`config.mk`:
```
export PLATFORM = sky130hd
export DESIGN_NAME = srf_rx_ctrl
export DESIGN_NICKNAME = d
export VERILOG_FILES = /design/src/hdl/srf_pkg.sv /design/src/hdl/srf_framer.sv /design/src/hdl/srf_rx_ctrl.sv
export SDC_FILE = /design/constraint.sdc
export NUM_CORES = 1
export LEC_CHECK = 0
export BUFFER_PORTS_ARGS = -buffer_cell sky130_fd_sc_hd__buf_2
export CAP_MARGIN = 0
export CORE_ASPECT_RATIO = 0.75
export CORE_UTILIZATION = 50
export CTS_CLUSTER_SIZE = 28
export DETAILED_ROUTE_END_ITERATION = 6
export PLACE_DENSITY_LB_ADDON = 0.2
export SLEW_MARGIN = 5
export SYNTH_ARGS = -nofsm -noshare
export SYNTH_HDL_FRONTEND = slang
export SYNTH_HIERARCHICAL = 1
export SYNTH_SLANG_ARGS = --single-unit
```
`constraint.sdc`:
```
create_clock -name sys_clk -period 5.7 [get_ports sys_clk]
set_input_delay 0 -clock sys_clk [delete_from_list [all_inputs] [get_ports sys_clk]]
set_output_delay 0 -clock sys_clk [all_outputs]
set_load 0.01 [all_outputs]
```
`src/hdl/srf_pkg.sv`:
```
// shared constants and carrier types for the receive framing control block
package srf_pkg;
  localparam int CLK_HZ = 25000000;
  localparam int ADDR_W = 4;
  localparam logic [3:0] CTRL_OFF = 4'h0;
  localparam logic [3:0] STAT_OFF = 4'h4;
  localparam logic [3:0] VCNT_OFF = 4'h8;
  localparam int CTRL_POL_LSB = 0;
  localparam int CTRL_CBN_BIT = 2;
  localparam int CTRL_FBN_BIT = 3;
  localparam int CTRL_CWS_BIT = 4;
  localparam logic [1:0] POL_RST = 2'h0;
  localparam logic CBN_RST = 1'b1;
  localparam logic FBN_RST = 1'b1;
  localparam logic CWS_RST = 1'b1;
  localparam logic [1:0] RESP_OKAY = 2'h0;
  localparam logic [1:0] RESP_SLVERR = 2'h2;
  localparam int RST_SAMPLES = 7;
  localparam logic [8:0] LFSR_SEED = 9'h1ff;
  localparam logic [8:0] LAST_IDX = 9'h1fe;
  localparam int ERR_WIN = 28;
  localparam logic [4:0] ERR_LIMIT = 5'h0e;
  localparam int CHAR_W = 12;
  localparam logic [3:0] SHORT_LAST = 4'h9;
  localparam logic [3:0] LONG_LAST = 4'hb;

  typedef enum logic [3:0] {
    RS_IDLE = 4'h1,
    RS_RDCLR = 4'h2,
    RS_WRCLR = 4'h4,
    RS_HOLD = 4'h8
  } srf_rst_e_t;

  typedef struct packed {
    logic valid;
    logic err;
    logic cmd;
    logic sync;
    logic [11:0] data;
  } srf_dec_t;

  typedef struct packed {
    logic wr;
    logic cmd;
    logic sync;
    logic [11:0] data;
  } srf_fwr_t;

  typedef struct packed {
    logic awvalid;
    logic [3:0] awaddr;
    logic wvalid;
    logic [31:0] wdata;
    logic [3:0] wstrb;
    logic bready;
    logic arvalid;
    logic [3:0] araddr;
    logic rready;
  } srf_axi_req_t;

  typedef struct packed {
    logic awready;
    logic wready;
    logic bvalid;
    logic [1:0] bresp;
    logic arready;
    logic rvalid;
    logic [31:0] rdata;
    logic [1:0] rresp;
  } srf_axi_rsp_t;
endpackage

```
`src/hdl/srf_framer.sv`:
```
// character boundary framer on the recovered serial bit stream
`timescale 1ns/1ns
`default_nettype none
module srf_framer #(
  parameter logic [9:0] SHORT_PAIR = 10'h17c,
  parameter logic [11:0] LONG_PAIR = 12'h5f0
) (
  input wire logic sys_clk,
  input wire logic rst_n,
  input wire logic bit_valid,
  input wire logic bit_in,
  input wire logic char_width_select,
  input wire logic reframe_enable,
  output logic char_valid,
  output logic [11:0] char_word
);
  import srf_pkg::*;

  typedef struct packed {
    logic [11:0] sh;
    logic [3:0] cnt;
    logic [11:0] word;
    logic cv;
    logic rf1;
    logic rf2;
  } srf_frm_st_t;

  srf_frm_st_t q, n;
  logic [11:0] sh_new;
  logic [3:0] wlast;
  logic hit;

  always_comb begin
    n = q;
    n.cv = 1'b0;
    sh_new = {q.sh[10:0], bit_in};
    wlast = char_width_select ? SHORT_LAST : LONG_LAST;
    hit = char_width_select ? (sh_new[9:0] == SHORT_PAIR)
                            : (sh_new == LONG_PAIR);
    if (bit_valid) begin
      n.sh = sh_new;
      // a sync pair only moves the boundary while reframing is allowed
      if ((q.rf2 && hit) || q.cnt == wlast) begin
        n.cv = 1'b1;
        n.cnt = 4'h0;
        n.word = char_width_select ? {2'h0, sh_new[9:0]} : sh_new;
        // enable is resampled on the character clock
        n.rf1 = reframe_enable;
        n.rf2 = q.rf1;
      end else begin
        n.cnt = q.cnt + 4'h1;
      end
    end
  end

  always_ff @(posedge sys_clk or negedge rst_n) begin
    if (!rst_n) begin
      q <= '0;
    end else begin
      q <= n;
    end
  end

  assign char_valid = q.cv;
  assign char_word = q.word;

  chk_frame_frozen: assert property (@(posedge sys_clk) disable iff (!rst_n)
    (bit_valid && !q.rf2 && q.cnt != wlast) |=> !char_valid)
    else $error("boundary moved while reframing disabled");
endmodule // srf_framer
`default_nettype wire

```
`src/hdl/srf_rx_ctrl.sv`:
```
// receive framing, discard, fifo reset and self-test control with axi-lite
`timescale 1ns/1ns
`default_nettype none
module srf_rx_ctrl #(
  parameter int RST_SAMPLES = srf_pkg::RST_SAMPLES,
  parameter logic [9:0] SHORT_PAIR = 10'h17c,
  parameter logic [11:0] LONG_PAIR = 12'h5f0
) (
  input wire logic sys_clk,
  input wire logic reset_n,
  input wire srf_pkg::srf_axi_req_t s_axi_req,
  output srf_pkg::srf_axi_rsp_t s_axi_rsp,
  input wire logic ser_bit_valid,
  input wire logic ser_bit,
  input wire logic reframe_enable,
  output logic raw_char_valid,
  output logic [11:0] raw_char,
  input wire srf_pkg::srf_dec_t dec_i,
  input wire logic rx_selftest_enable_n,
  input wire logic rx_output_enable,
  input wire logic chip_select_n,
  input wire logic rx_fifo_reset_n,
  input wire logic fifo_empty_in,
  input wire logic fifo_full_in,
  output srf_pkg::srf_fwr_t fifo_wr_o,
  output logic fifo_rd_clr,
  output logic fifo_wr_clr,
  output logic [9:0] rx_parallel_word,
  output logic [1:0] rx_control_code,
  output logic rx_bus_oe,
  output logic code_violation_flag_o,
  output logic code_violation_flag_oe,
  output logic rx_fifo_empty_flag,
  output logic rx_fifo_full_flag
);
  import srf_pkg::*;

  if (RST_SAMPLES < 1 || RST_SAMPLES > 8) begin : g_bad_samples
    $error("RST_SAMPLES must lie in 1..8");
  end

  localparam logic [2:0] RCNT_LAST = 3'(RST_SAMPLES - 1);

  typedef struct packed {
    logic [1:0] pol;
    logic cbn;
    logic fbn;
    logic cws;
    logic st1;
    logic st2;
    logic cs_prev;
    logic sel;
    srf_rst_e_t rs;
    logic [2:0] rcnt;
    logic empty_hold;
    logic empty_o;
    logic full_o;
    logic vflag;
    logic [9:0] word;
    logic [1:0] code;
    logic stg_v;
    srf_dec_t stg;
    srf_fwr_t fwr;
    logic [8:0] lfsr;
    logic [8:0] idx;
    logic [27:0] hist;
    logic hold;
    logic fpulse;
    logic [15:0] vcnt;
    logic aw_got;
    logic w_got;
    logic [3:0] awaddr;
    logic [31:0] wdata;
    logic [3:0] wstrb;
    logic bvalid;
    logic [1:0] bresp;
    logic rvalid;
    logic [31:0] rdata;
    logic [1:0] rresp;
  } srf_st_t;

  srf_st_t q, n;
  logic rsync1, rst_n;

  // reset enters asynchronously, released through two flops
  always_ff @(posedge sys_clk or negedge reset_n) begin
    if (!reset_n) begin
      rsync1 <= 1'b0;
      rst_n <= 1'b0;
    end else begin
      rsync1 <= 1'b1;
      rst_n <= rsync1;
    end
  end

  srf_framer #(
    .SHORT_PAIR(SHORT_PAIR),
    .LONG_PAIR(LONG_PAIR)
  ) u_framer (
    .sys_clk(sys_clk),
    .rst_n(rst_n),
    .bit_valid(ser_bit_valid),
    .bit_in(ser_bit),
    .char_width_select(q.cws),
    .reframe_enable(reframe_enable),
    .char_valid(raw_char_valid),
    .char_word(raw_char)
  );

  function automatic logic [8:0] lfsr_step(input logic [8:0] v);
    return {v[7:0], v[8] ^ v[4]};
  endfunction

  function automatic logic [4:0] ones(input logic [27:0] v);
    logic [4:0] c;
    c = 5'h0;
    for (int i = 0; i < ERR_WIN; i++) begin
      c = c + {4'h0, v[i]};
    end
    return c;
  endfunction

  logic st_on, sy, em, mism, rst_cond;
  logic aw_ok, w_ok, ar_ok;
  srf_dec_t cur, e;
  logic [27:0] hist_new;

  assign rst_cond = q.fbn && !rx_output_enable && !chip_select_n
                    && !rx_fifo_reset_n;
  assign s_axi_rsp.awready = !q.aw_got && !q.bvalid;
  assign s_axi_rsp.wready = !q.w_got && !q.bvalid;
  assign s_axi_rsp.arready = !q.rvalid;
  assign s_axi_rsp.bvalid = q.bvalid;
  assign s_axi_rsp.bresp = q.bresp;
  assign s_axi_rsp.rvalid = q.rvalid;
  assign s_axi_rsp.rdata = q.rdata;
  assign s_axi_rsp.rresp = q.rresp;
  assign aw_ok = s_axi_req.awvalid && s_axi_rsp.awready;
  assign w_ok = s_axi_req.wvalid && s_axi_rsp.wready;
  assign ar_ok = s_axi_req.arvalid && s_axi_rsp.arready;

  always_comb begin
    n = q;
    st_on = !q.st2;
    sy = dec_i.sync && q.cbn;
    cur = dec_i;
    cur.sync = sy;
    e = cur;
    em = 1'b0;
    mism = 1'b0;
    hist_new = q.hist;
    n.fwr.wr = 1'b0;
    n.st1 = rx_selftest_enable_n;
    n.st2 = q.st1;
    // selection follows a chip-select cycle and ends with the enable
    n.cs_prev = !chip_select_n;
    if (!rx_output_enable) begin
      n.sel = 1'b0;
    end else if (q.cs_prev) begin
      n.sel = 1'b1;
    end

    if (dec_i.valid) begin
      n.vflag = 1'b0;
      n.fpulse = 1'b0;
      if (st_on) begin
        // self-test runs on the raw low byte, whatever the bypasses say
        if ((q.hold || dec_i.data[7:0] != q.lfsr[7:0])
            && dec_i.data[7:0] == LFSR_SEED[7:0]) begin
          n.lfsr = lfsr_step(LFSR_SEED);
          n.idx = 9'h1;
          n.hist = 28'h0;
          n.hold = 1'b0;
        end else begin
          mism = dec_i.data[7:0] != q.lfsr[7:0];
          hist_new = {q.hist[26:0], mism};
          n.hist = hist_new;
          n.lfsr = lfsr_step(q.lfsr);
          if (q.idx == LAST_IDX) begin
            n.idx = 9'h0;
            n.fpulse = 1'b1;
          end else begin
            n.idx = q.idx + 9'h1;
          end
          if (ones(hist_new) >= ERR_LIMIT) begin
            n.hold = 1'b1;
          end
        end
        n.vflag = mism;
      end else if (q.cbn && dec_i.err) begin
        // bad character: flag it, keep buses and the stream untouched
        n.vflag = 1'b1;
      end else begin
        case (q.pol)
          2'h0: begin
            em = 1'b1;
          end
          2'h1: begin
            // one character of delay decides whether a sync ends a run
            em = q.stg_v && !(q.stg.sync && sy);
            e = q.stg;
            n.stg = cur;
            n.stg_v = 1'b1;
          end
          default: begin
            em = !sy;
          end
        endcase
      end
    end

    if (em) begin
      if (e.cmd) begin
        n.code = e.data[11:10];
      end else begin
        n.word = e.data[9:0];
      end
      if (q.fbn && q.rs == RS_IDLE) begin
        n.fwr = {1'b1, e.cmd, e.sync, e.data};
        n.empty_hold = 1'b0;
      end
    end

    if (!q.cbn && !st_on) begin
      n.vflag = 1'b0;
    end

    case (q.rs)
      RS_IDLE: begin
        if (rst_cond) begin
          if (q.rcnt == RCNT_LAST) begin
            n.rs = RS_RDCLR;
            n.rcnt = 3'h0;
            n.empty_hold = 1'b1;
          end else begin
            n.rcnt = q.rcnt + 3'h1;
          end
        end else begin
          n.rcnt = 3'h0;
        end
      end
      RS_RDCLR: n.rs = RS_WRCLR;
      RS_WRCLR: n.rs = RS_HOLD;
      RS_HOLD: begin
        if (rx_fifo_reset_n) begin
          n.rs = RS_IDLE;
        end
      end
      default: n.rs = RS_IDLE;
    endcase
    if (!q.fbn) begin
      n.rs = RS_IDLE;
      n.rcnt = 3'h0;
    end

    // violation count: a new violation wins over a software clear
    if (n.vflag && dec_i.valid && n.vcnt != 16'hffff) begin
      n.vcnt = q.vcnt + 16'h1;
    end

    if (aw_ok) begin
      n.aw_got = 1'b1;
      n.awaddr = s_axi_req.awaddr;
    end
    if (w_ok) begin
      n.w_got = 1'b1;
      n.wdata = s_axi_req.wdata;
      n.wstrb = s_axi_req.wstrb;
    end
    if (q.aw_got && q.w_got) begin
      n.aw_got = 1'b0;
      n.w_got = 1'b0;
      n.bvalid = 1'b1;
      n.bresp = RESP_OKAY;
      case (q.awaddr)
        CTRL_OFF: begin
          if (q.wstrb[0]) begin
            n.pol = q.wdata[CTRL_POL_LSB +: 2];
            n.cbn = q.wdata[CTRL_CBN_BIT];
            n.fbn = q.wdata[CTRL_FBN_BIT];
            n.cws = q.wdata[CTRL_CWS_BIT];
          end
        end
        STAT_OFF: ;
        VCNT_OFF: begin
          if (!(n.vflag && dec_i.valid)) begin
            n.vcnt = 16'h0;
          end else begin
            n.vcnt = 16'h1;
          end
        end
        default: n.bresp = RESP_SLVERR;
      endcase
    end else if (q.bvalid && s_axi_req.bready) begin
      n.bvalid = 1'b0;
    end

    if (ar_ok) begin
      n.rvalid = 1'b1;
      n.rresp = RESP_OKAY;
      n.rdata = 32'h0;
      case (s_axi_req.araddr)
        CTRL_OFF: n.rdata = {27'h0, q.cws, q.fbn, q.cbn, q.pol};
        STAT_OFF: n.rdata = {22'h0, q.rs, q.hold, q.full_o,
                             q.empty_o, q.vflag, q.sel, !q.st2};
        VCNT_OFF: n.rdata = {16'h0, q.vcnt};
        default: n.rresp = RESP_SLVERR;
      endcase
    end else if (q.rvalid && s_axi_req.rready) begin
      n.rvalid = 1'b0;
    end

    n.empty_o = n.fbn ? (n.empty_hold || fifo_empty_in) : 1'b0;
    // self-test owns the full flag whatever the fifo bypass says
    n.full_o = !n.st2 ? (n.fpulse || n.hold)
                      : (n.fbn && fifo_full_in);
  end

  always_ff @(posedge sys_clk or negedge rst_n) begin
    if (!rst_n) begin
      q <= '0;
      q.pol <= POL_RST;
      q.cbn <= CBN_RST;
      q.fbn <= FBN_RST;
      q.cws <= CWS_RST;
      q.st1 <= 1'b1;
      q.st2 <= 1'b1;
      q.rs <= RS_IDLE;
      q.empty_hold <= 1'b1;
      q.empty_o <= 1'b1;
      q.lfsr <= LFSR_SEED;
    end else begin
      q <= n;
    end
  end

  assign fifo_wr_o = q.fwr;
  assign fifo_rd_clr = q.rs == RS_RDCLR;
  assign fifo_wr_clr = q.rs == RS_WRCLR;
  assign rx_parallel_word = q.word;
  assign rx_control_code = q.code;
  assign rx_bus_oe = q.sel;
  assign code_violation_flag_o = q.vflag;
  assign code_violation_flag_oe = q.sel;
  assign rx_fifo_empty_flag = q.empty_o;
  assign rx_fifo_full_flag = q.full_o;

  chk_viol_flag_set: assert property (@(posedge sys_clk) disable iff (!rst_n)
    (dec_i.valid && dec_i.err && q.cbn && q.st2) |=> code_violation_flag_o)
    else $error("violation not flagged");
  chk_viol_bus_hold: assert property (@(posedge sys_clk) disable iff (!rst_n)
    (dec_i.valid && dec_i.err && q.cbn && q.st2 && q.pol != 2'h1)
    |=> $stable(rx_parallel_word) && $stable(rx_control_code))
    else $error("bus changed on a violation");
  chk_viol_one_char: assert property (@(posedge sys_clk) disable iff (!rst_n)
    !$stable(q.vflag) |-> $past(dec_i.valid) || $past(!q.cbn))
    else $error("violation flag changed between characters");
  chk_bypass_low: assert property (@(posedge sys_clk) disable iff (!rst_n)
    (!q.cbn && q.st2) |=> !code_violation_flag_o)
    else $error("violation flag high in codec bypass");
  chk_oe_select: assert property (@(posedge sys_clk) disable iff (!rst_n)
    !rx_output_enable |=> !code_violation_flag_oe)
    else $error("flag driven while not selected");
  chk_reset_start: assert property (@(posedge sys_clk) disable iff (!rst_n)
    (q.rs == RS_IDLE && q.rcnt == 3'h0 && rst_cond) ##1 rst_cond [*6]
    |=> fifo_rd_clr)
    else $error("fifo reset did not start");
  chk_clear_order: assert property (@(posedge sys_clk) disable iff (!rst_n)
    fifo_rd_clr |-> rx_fifo_empty_flag ##1 fifo_wr_clr && !fifo_rd_clr)
    else $error("fifo clear order wrong");
  chk_empty_held: assert property (@(posedge sys_clk) disable iff (!rst_n)
    (q.empty_hold && !n.fwr.wr && q.rs != RS_IDLE) |=> q.empty_hold)
    else $error("empty hold dropped without a write");
  chk_no_store: assert property (@(posedge sys_clk) disable iff (!rst_n)
    (q.rs != RS_IDLE) |=> !fifo_wr_o.wr)
    else $error("character stored during fifo reset");
  chk_bypass_ignore: assert property (@(posedge sys_clk) disable iff (!rst_n)
    !q.fbn |=> q.rs == RS_IDLE && !fifo_rd_clr)
    else $error("fifo reset acted in fifo bypass");
  chk_drop_sync: assert property (@(posedge sys_clk) disable iff (!rst_n)
    (fifo_wr_o.wr && q.pol[1]) |-> !fifo_wr_o.sync)
    else $error("sync stored under discard-all");
  chk_loop_pulse: assert property (@(posedge sys_clk) disable iff (!rst_n)
    $rose(q.fpulse) |-> $past(q.idx) == LAST_IDX)
    else $error("loop pulse off the last symbol");
  chk_err_hold: assert property (@(posedge sys_clk) disable iff (!rst_n)
    (q.hold && !q.st2) |-> rx_fifo_full_flag)
    else $error("full flag low while error hold");
endmodule // srf_rx_ctrl
`default_nettype wire

```
==> impl_metrics.xml <==
<?xml version="1.0" encoding="UTF-8"?>
<metrics>
  <group name="final_layout">
    <metric name="final_net_count" unit="">1066</metric>
    <metric name="antennaDiodeCount" unit="">0</metric>
    <metric name="drive_above_1_share" unit="%">26.88</metric>
    <metric name="finish.instance_area" unit="mm^2">0.01089</metric>
    <metric name="layout_commonest_cell" unit="">dfrtp_1</metric>
    <metric name="syn2layout_area_growth" unit="%">13.86</metric>
    <metric name="most-common-layout-cells" unit="">171 x dfrtp_1, 115 x buf_2, 61 x inv_1</metric>
  </group>
  <group name="power_and_ir_drop">
    <metric name="powerDensity" unit="mW/mm^2">499.4</metric>
    <metric name="ir_worst_vdd" unit="mV">0.3830</metric>
    <metric name="leakagePower" unit="nW">5.159</metric>
  </group>
  <group name="clocking">
    <metric name="clock_tree_from_tritoncts" unit="">built</metric>
    <metric name="clk_pin_slew_worst_paths" unit="ps">70</metric>
    <metric name="cts_max_path_buffers" unit="">2</metric>
    <metric name="cts-root-buf" unit="">clkbuf_16</metric>
    <metric name="cts_made_buffers" unit="">17</metric>
    <metric name="worst_skew_pair.late_latency" unit="ps">430</metric>
    <metric name="cts.sink_count" unit="">189</metric>
    <metric name="htree_levels" unit="">4</metric>
  </group>
  <group name="place">
    <metric name="placed_wire_length_estimate_after_detailed_placement" unit="mm">12.44</metric>
    <metric name="io_buffers" unit="">115</metric>
    <metric name="finalWeightedCongestion" unit="">0.7685</metric>
    <metric name="placedInstanceArea" unit="mm^2">0.009859</metric>
    <metric name="dpl_worst_slack" unit="ps">86.45</metric>
  </group>
  <group name="synthesis">
    <metric name="synthCells" unit="">871</metric>
    <metric name="synth_enable_flop_cells" unit="">0</metric>
    <metric name="synth.distinct_cells" unit="">67</metric>
    <metric name="post_synth_instance_area" unit="mm^2">0.009567</metric>
    <metric name="post_synth.cell_area_avg" unit="um^2">10.98</metric>
    <metric name="synth-async-reset-ratio" unit="%">100.0</metric>
    <metric name="seq_total_area_yosys" unit="%">49.66</metric>
    <metric name="ys_dominant_reg_cell" unit="">dfrtp_1</metric>
    <metric name="postSynthRegisterBits" unit="">189</metric>
    <metric name="warning_count_from_the_yosys_run" unit="">6</metric>
  </group>
  <group name="global_route">
    <metric name="antenna_found_initial" unit="">0</metric>
    <metric name="gr-total-overflow" unit="">0</metric>
    <metric name="largest_net_degree_at_the_start_of_global_routing" unit="">188</metric>
    <metric name="gr-usage-all-layers" unit="%">19.81</metric>
    <metric name="via_count_of_the_first_global_routing_pass" unit="">6120</metric>
    <metric name="grt_pass1_wl" unit="mm">30.73</metric>
  </group>
  <group name="timing">
    <metric name="maxSlewHeadroom" unit="%">29.56</metric>
    <metric name="worst-slew-pin-transition" unit="ps">1057</metric>
    <metric name="fin_crit_sh" unit="%">95.70</metric>
    <metric name="fin_setup_tns" unit="ps">0</metric>
    <metric name="period_needed" unit="ps">5455</metric>
    <metric name="highest_attainable_clock_frequency" unit="GHz">0.1833</metric>
    <metric name="max_slew_violation_count" unit="">0</metric>
    <metric name="hold_viol" unit="">0</metric>
    <metric name="finalClockSkew" unit="ps">8.481</metric>
    <metric name="rsz0062_at_grt" unit="">no</metric>
    <metric name="final-setup-viol-count" unit="">0</metric>
    <metric name="finalWorstSetupSlack" unit="ps">245.0</metric>
  </group>
  <group name="setup_path">
    <metric name="cp_capture_type" unit="">flop</metric>
    <metric name="worstPathMaxFanout" unit="">3</metric>
    <metric name="worstSetupStartpointType" unit="">flop</metric>
    <metric name="worst_r2r_endpoint" unit="">rx_fifo_full_flag$_DFF_PN0_</metric>
    <metric name="worst-endpoint-arrival" unit="ps">5820</metric>
    <metric name="rrSetupSlack" unit="ps">240</metric>
    <metric name="r2r.worst_path.cells" unit="">20</metric>
    <metric name="timing.setup.critical_path_class" unit="">flop to flop</metric>
    <metric name="critical_path.reg2reg.startpoint" unit="">q[136]$_DFFE_PN1P_</metric>
    <metric name="crit_required" unit="ps">6060</metric>
  </group>
  <group name="detailed_routing">
    <metric name="m1WireLength" unit="mm">9.555</metric>
    <metric name="drcViolationCount" unit="">0</metric>
    <metric name="num_vias" unit="">6331</metric>
    <metric name="route.detailed.vias_per_inst" unit="">5.198</metric>
    <metric name="routedWlPerCell" unit="um">15.28</metric>
    <metric name="drt-total-wl" unit="mm">18.61</metric>
    <metric name="maxUsedRoutingLayer" unit="">met4</metric>
    <metric name="met3_wirelength" unit="um">746</metric>
    <metric name="detailedRoute.firstPassIterationCount" unit="">5</metric>
    <metric name="drt_iter0_markers" unit="">372</metric>
    <metric name="route.antenna.remaining_nets" unit="">0</metric>
    <metric name="dr_wl_met2" unit="mm">8.135</metric>
  </group>
  <group name="worst_hold_path">
    <metric name="worst_hold_path.endpoint" unit="">q[79]$_DFFE_PN0P_</metric>
    <metric name="worst_hold_path.num_cells" unit="">3</metric>
    <metric name="worstHoldStart" unit="">s_axi_req[48]</metric>
    <metric name="timing.hold.worst.class" unit="">input pin to flop</metric>
  </group>
  <group name="job">
    <metric name="maxCapViolations" unit="">0</metric>
  </group>
  <group name="floorplanning">
    <metric name="fp.dieArea" unit="mm^2">0.01970</metric>
    <metric name="die_h" unit="um">121.8</metric>
    <metric name="core_area" unit="mm^2">0.01862</metric>
    <metric name="num_io_pins" unit="">164</metric>
    <metric name="die_outline_width" unit="um">161.7</metric>
    <metric name="std_cell_rows" unit="">43</metric>
    <metric name="starting_utilization_of_the_core_area" unit="%">51.39</metric>
  </group>
  <group name="status">
    <metric name="outcome" unit="">finished, final reports clean</metric>
  </group>
</metrics>
-- metal layers --
metal  global-route usage (%)  vias to the layer above
met1                    29.14                     3098
met3                    3.882                       13
met2                    29.82                      133
met4                    5.601                        0
li1                         -                     3087
met5                        0                        -
-- sequential cells by signal, summed over array words and instances (netlist names) --
| signal | count |
|---|---|
| q | 105 |
| s_axi_rsp | 20 |
| u_framer/q | 17 |
| fifo_wr_o | 15 |
| u_framer/char_word | 12 |
| rx_parallel_word | 10 |
| rx_control_code | 2 |
| code_violation_flag_o | 1 |
| code_violation_flag_oe | 1 |
| n | 1 |
| rst_n | 1 |
| rsync1 | 1 |
| rx_fifo_empty_flag | 1 |
| rx_fifo_full_flag | 1 |
| u_framer/char_valid | 1 |
-- where the power goes --
part           total [mW]  leakage, nW  internal (mW)  switching [mW]
clock                1.16        0.279          0.586           0.572
sequential           2.08         2.37           1.77           0.314
combinational        2.20         2.51           1.07            1.14
-- worst max-delay path, cell delays in order (launching register included) --
cell,delay [ps]
dfstp_2,580
xnor2_2,140
and4_4,250
nand2_1,70
fa_1,480
inv_1,50
fa_1,350
inv_1,80
fa_1,440
fa_1,480
fa_1,540
inv_1,50
fa_1,520
inv_1,70
fa_2,400
a21o_1,170
a21oi_2,140
xnor2_1,130
nor2_1,70
a22oi_2,210
a2bb2oi_2,150
-- cell usage after synthesis, types with 5 or more instances --
| library cell | instances | share of area, % |
|---|---|---|
| dfrtp_1 | 172 | 45 |
| buf_4 | 78 | 6.1 |
| inv_1 | 61 | 2.4 |
| nand2_1 | 57 | 2.2 |
| mux2_2 | 56 | 6.6 |
| nor2_1 | 52 | 2.0 |
| o21ai_0 | 52 | 2.7 |
| a21oi_1 | 35 | 1.8 |
| nand3_1 | 34 | 1.8 |
| clkbuf_1 | 27 | 1.1 |
| mux2i_1 | 22 | 2.3 |
| fa_1 | 20 | 4.2 |
| xnor2_1 | 20 | 1.8 |
| a22o_1 | 17 | 1.6 |
| dfstp_2 | 17 | 4.7 |
| ha_1 | 12 | 1.6 |
| nand4_1 | 10 | 0.65 |
| o31ai_1 | 9 | 0.71 |
| or3_1 | 7 | 0.46 |
| a22oi_1 | 6 | 0.47 |
| buf_2 | 6 | 0.31 |
| and2_1 | 5 | 0.33 |
| mux2_1 | 5 | 0.59 |
-- area by class of cell --
cell class	instances	area [um^2]
Fill cell	1579	7722
Sequential cell	189	4755
Multi-Input combinational cell	524	3965
Timing Repair Buffer	164	1056
Clock buffer	18	429.2
Tap cell	247	309.0
Inverter	62	232.7
Clock inverter	14	146.4
-- stage by stage --
stage / hold slack [ps] / utilization [%] / power, mW / std cells
floorplan: -295.6 / - / 3.847 / 888
global placement: -213.7 / 52.96 / 4.134 / 1143
detailed placement: -211.9 / 52.96 / 4.212 / 1143
CTS: 26.88 / 58.21 / 5.418 / 1215
global route: 64.93 / 58.52 / 5.928 / 1218
finish: 37.62 / 58.52 / 5.440 / 1218
-- kinds of logic (layout without fill, tap and decap cells) --
group / after synthesis / after routing / share of synthesized area (%)
flops: 189 / 189 / 49.66
other cells: 2 / 19 / 0.07850
simple gates: 206 / 206 / 11.12
mux: 87 / 87 / 10.11
xor+xnor: 23 / 23 / 2.106
fa+ha+maj: 32 / 32 / 5.755
compound gates: 157 / 157 / 11.01
buf+inv: 175 / 258 / 10.16
-- timing repair --
action                                  CTS  global route
hold buffers                             40             0
endpoints found under the setup margin    0             1
hold endpoints to repair                 67             0
resized for setup                         0             7
setup buffers                             0             3
-- worst max path at each step --
stage,slack (ps),end,start,cells past startpoint
floorplan,70,code_violation_flag_o$_DFF_PN0_,rst_n$_DFF_PN0_,0
finish,240,rx_fifo_full_flag$_DFF_PN0_,q[136]$_DFFE_PN1P_,20
global route,30,rx_fifo_full_flag$_DFF_PN0_,q[139]$_DFFE_PN1P_,20
CTS,70,rx_fifo_full_flag$_DFF_PN0_,q[139]$_DFFE_PN1P_,20
detailed placement,90,rx_fifo_full_flag$_DFF_PN0_,q[139]$_DFFE_PN1P_,20
global placement,190,rx_fifo_full_flag$_DFF_PN0_,q[137]$_DFFE_PN1P_,19
(Power assumes the default switching activity.)
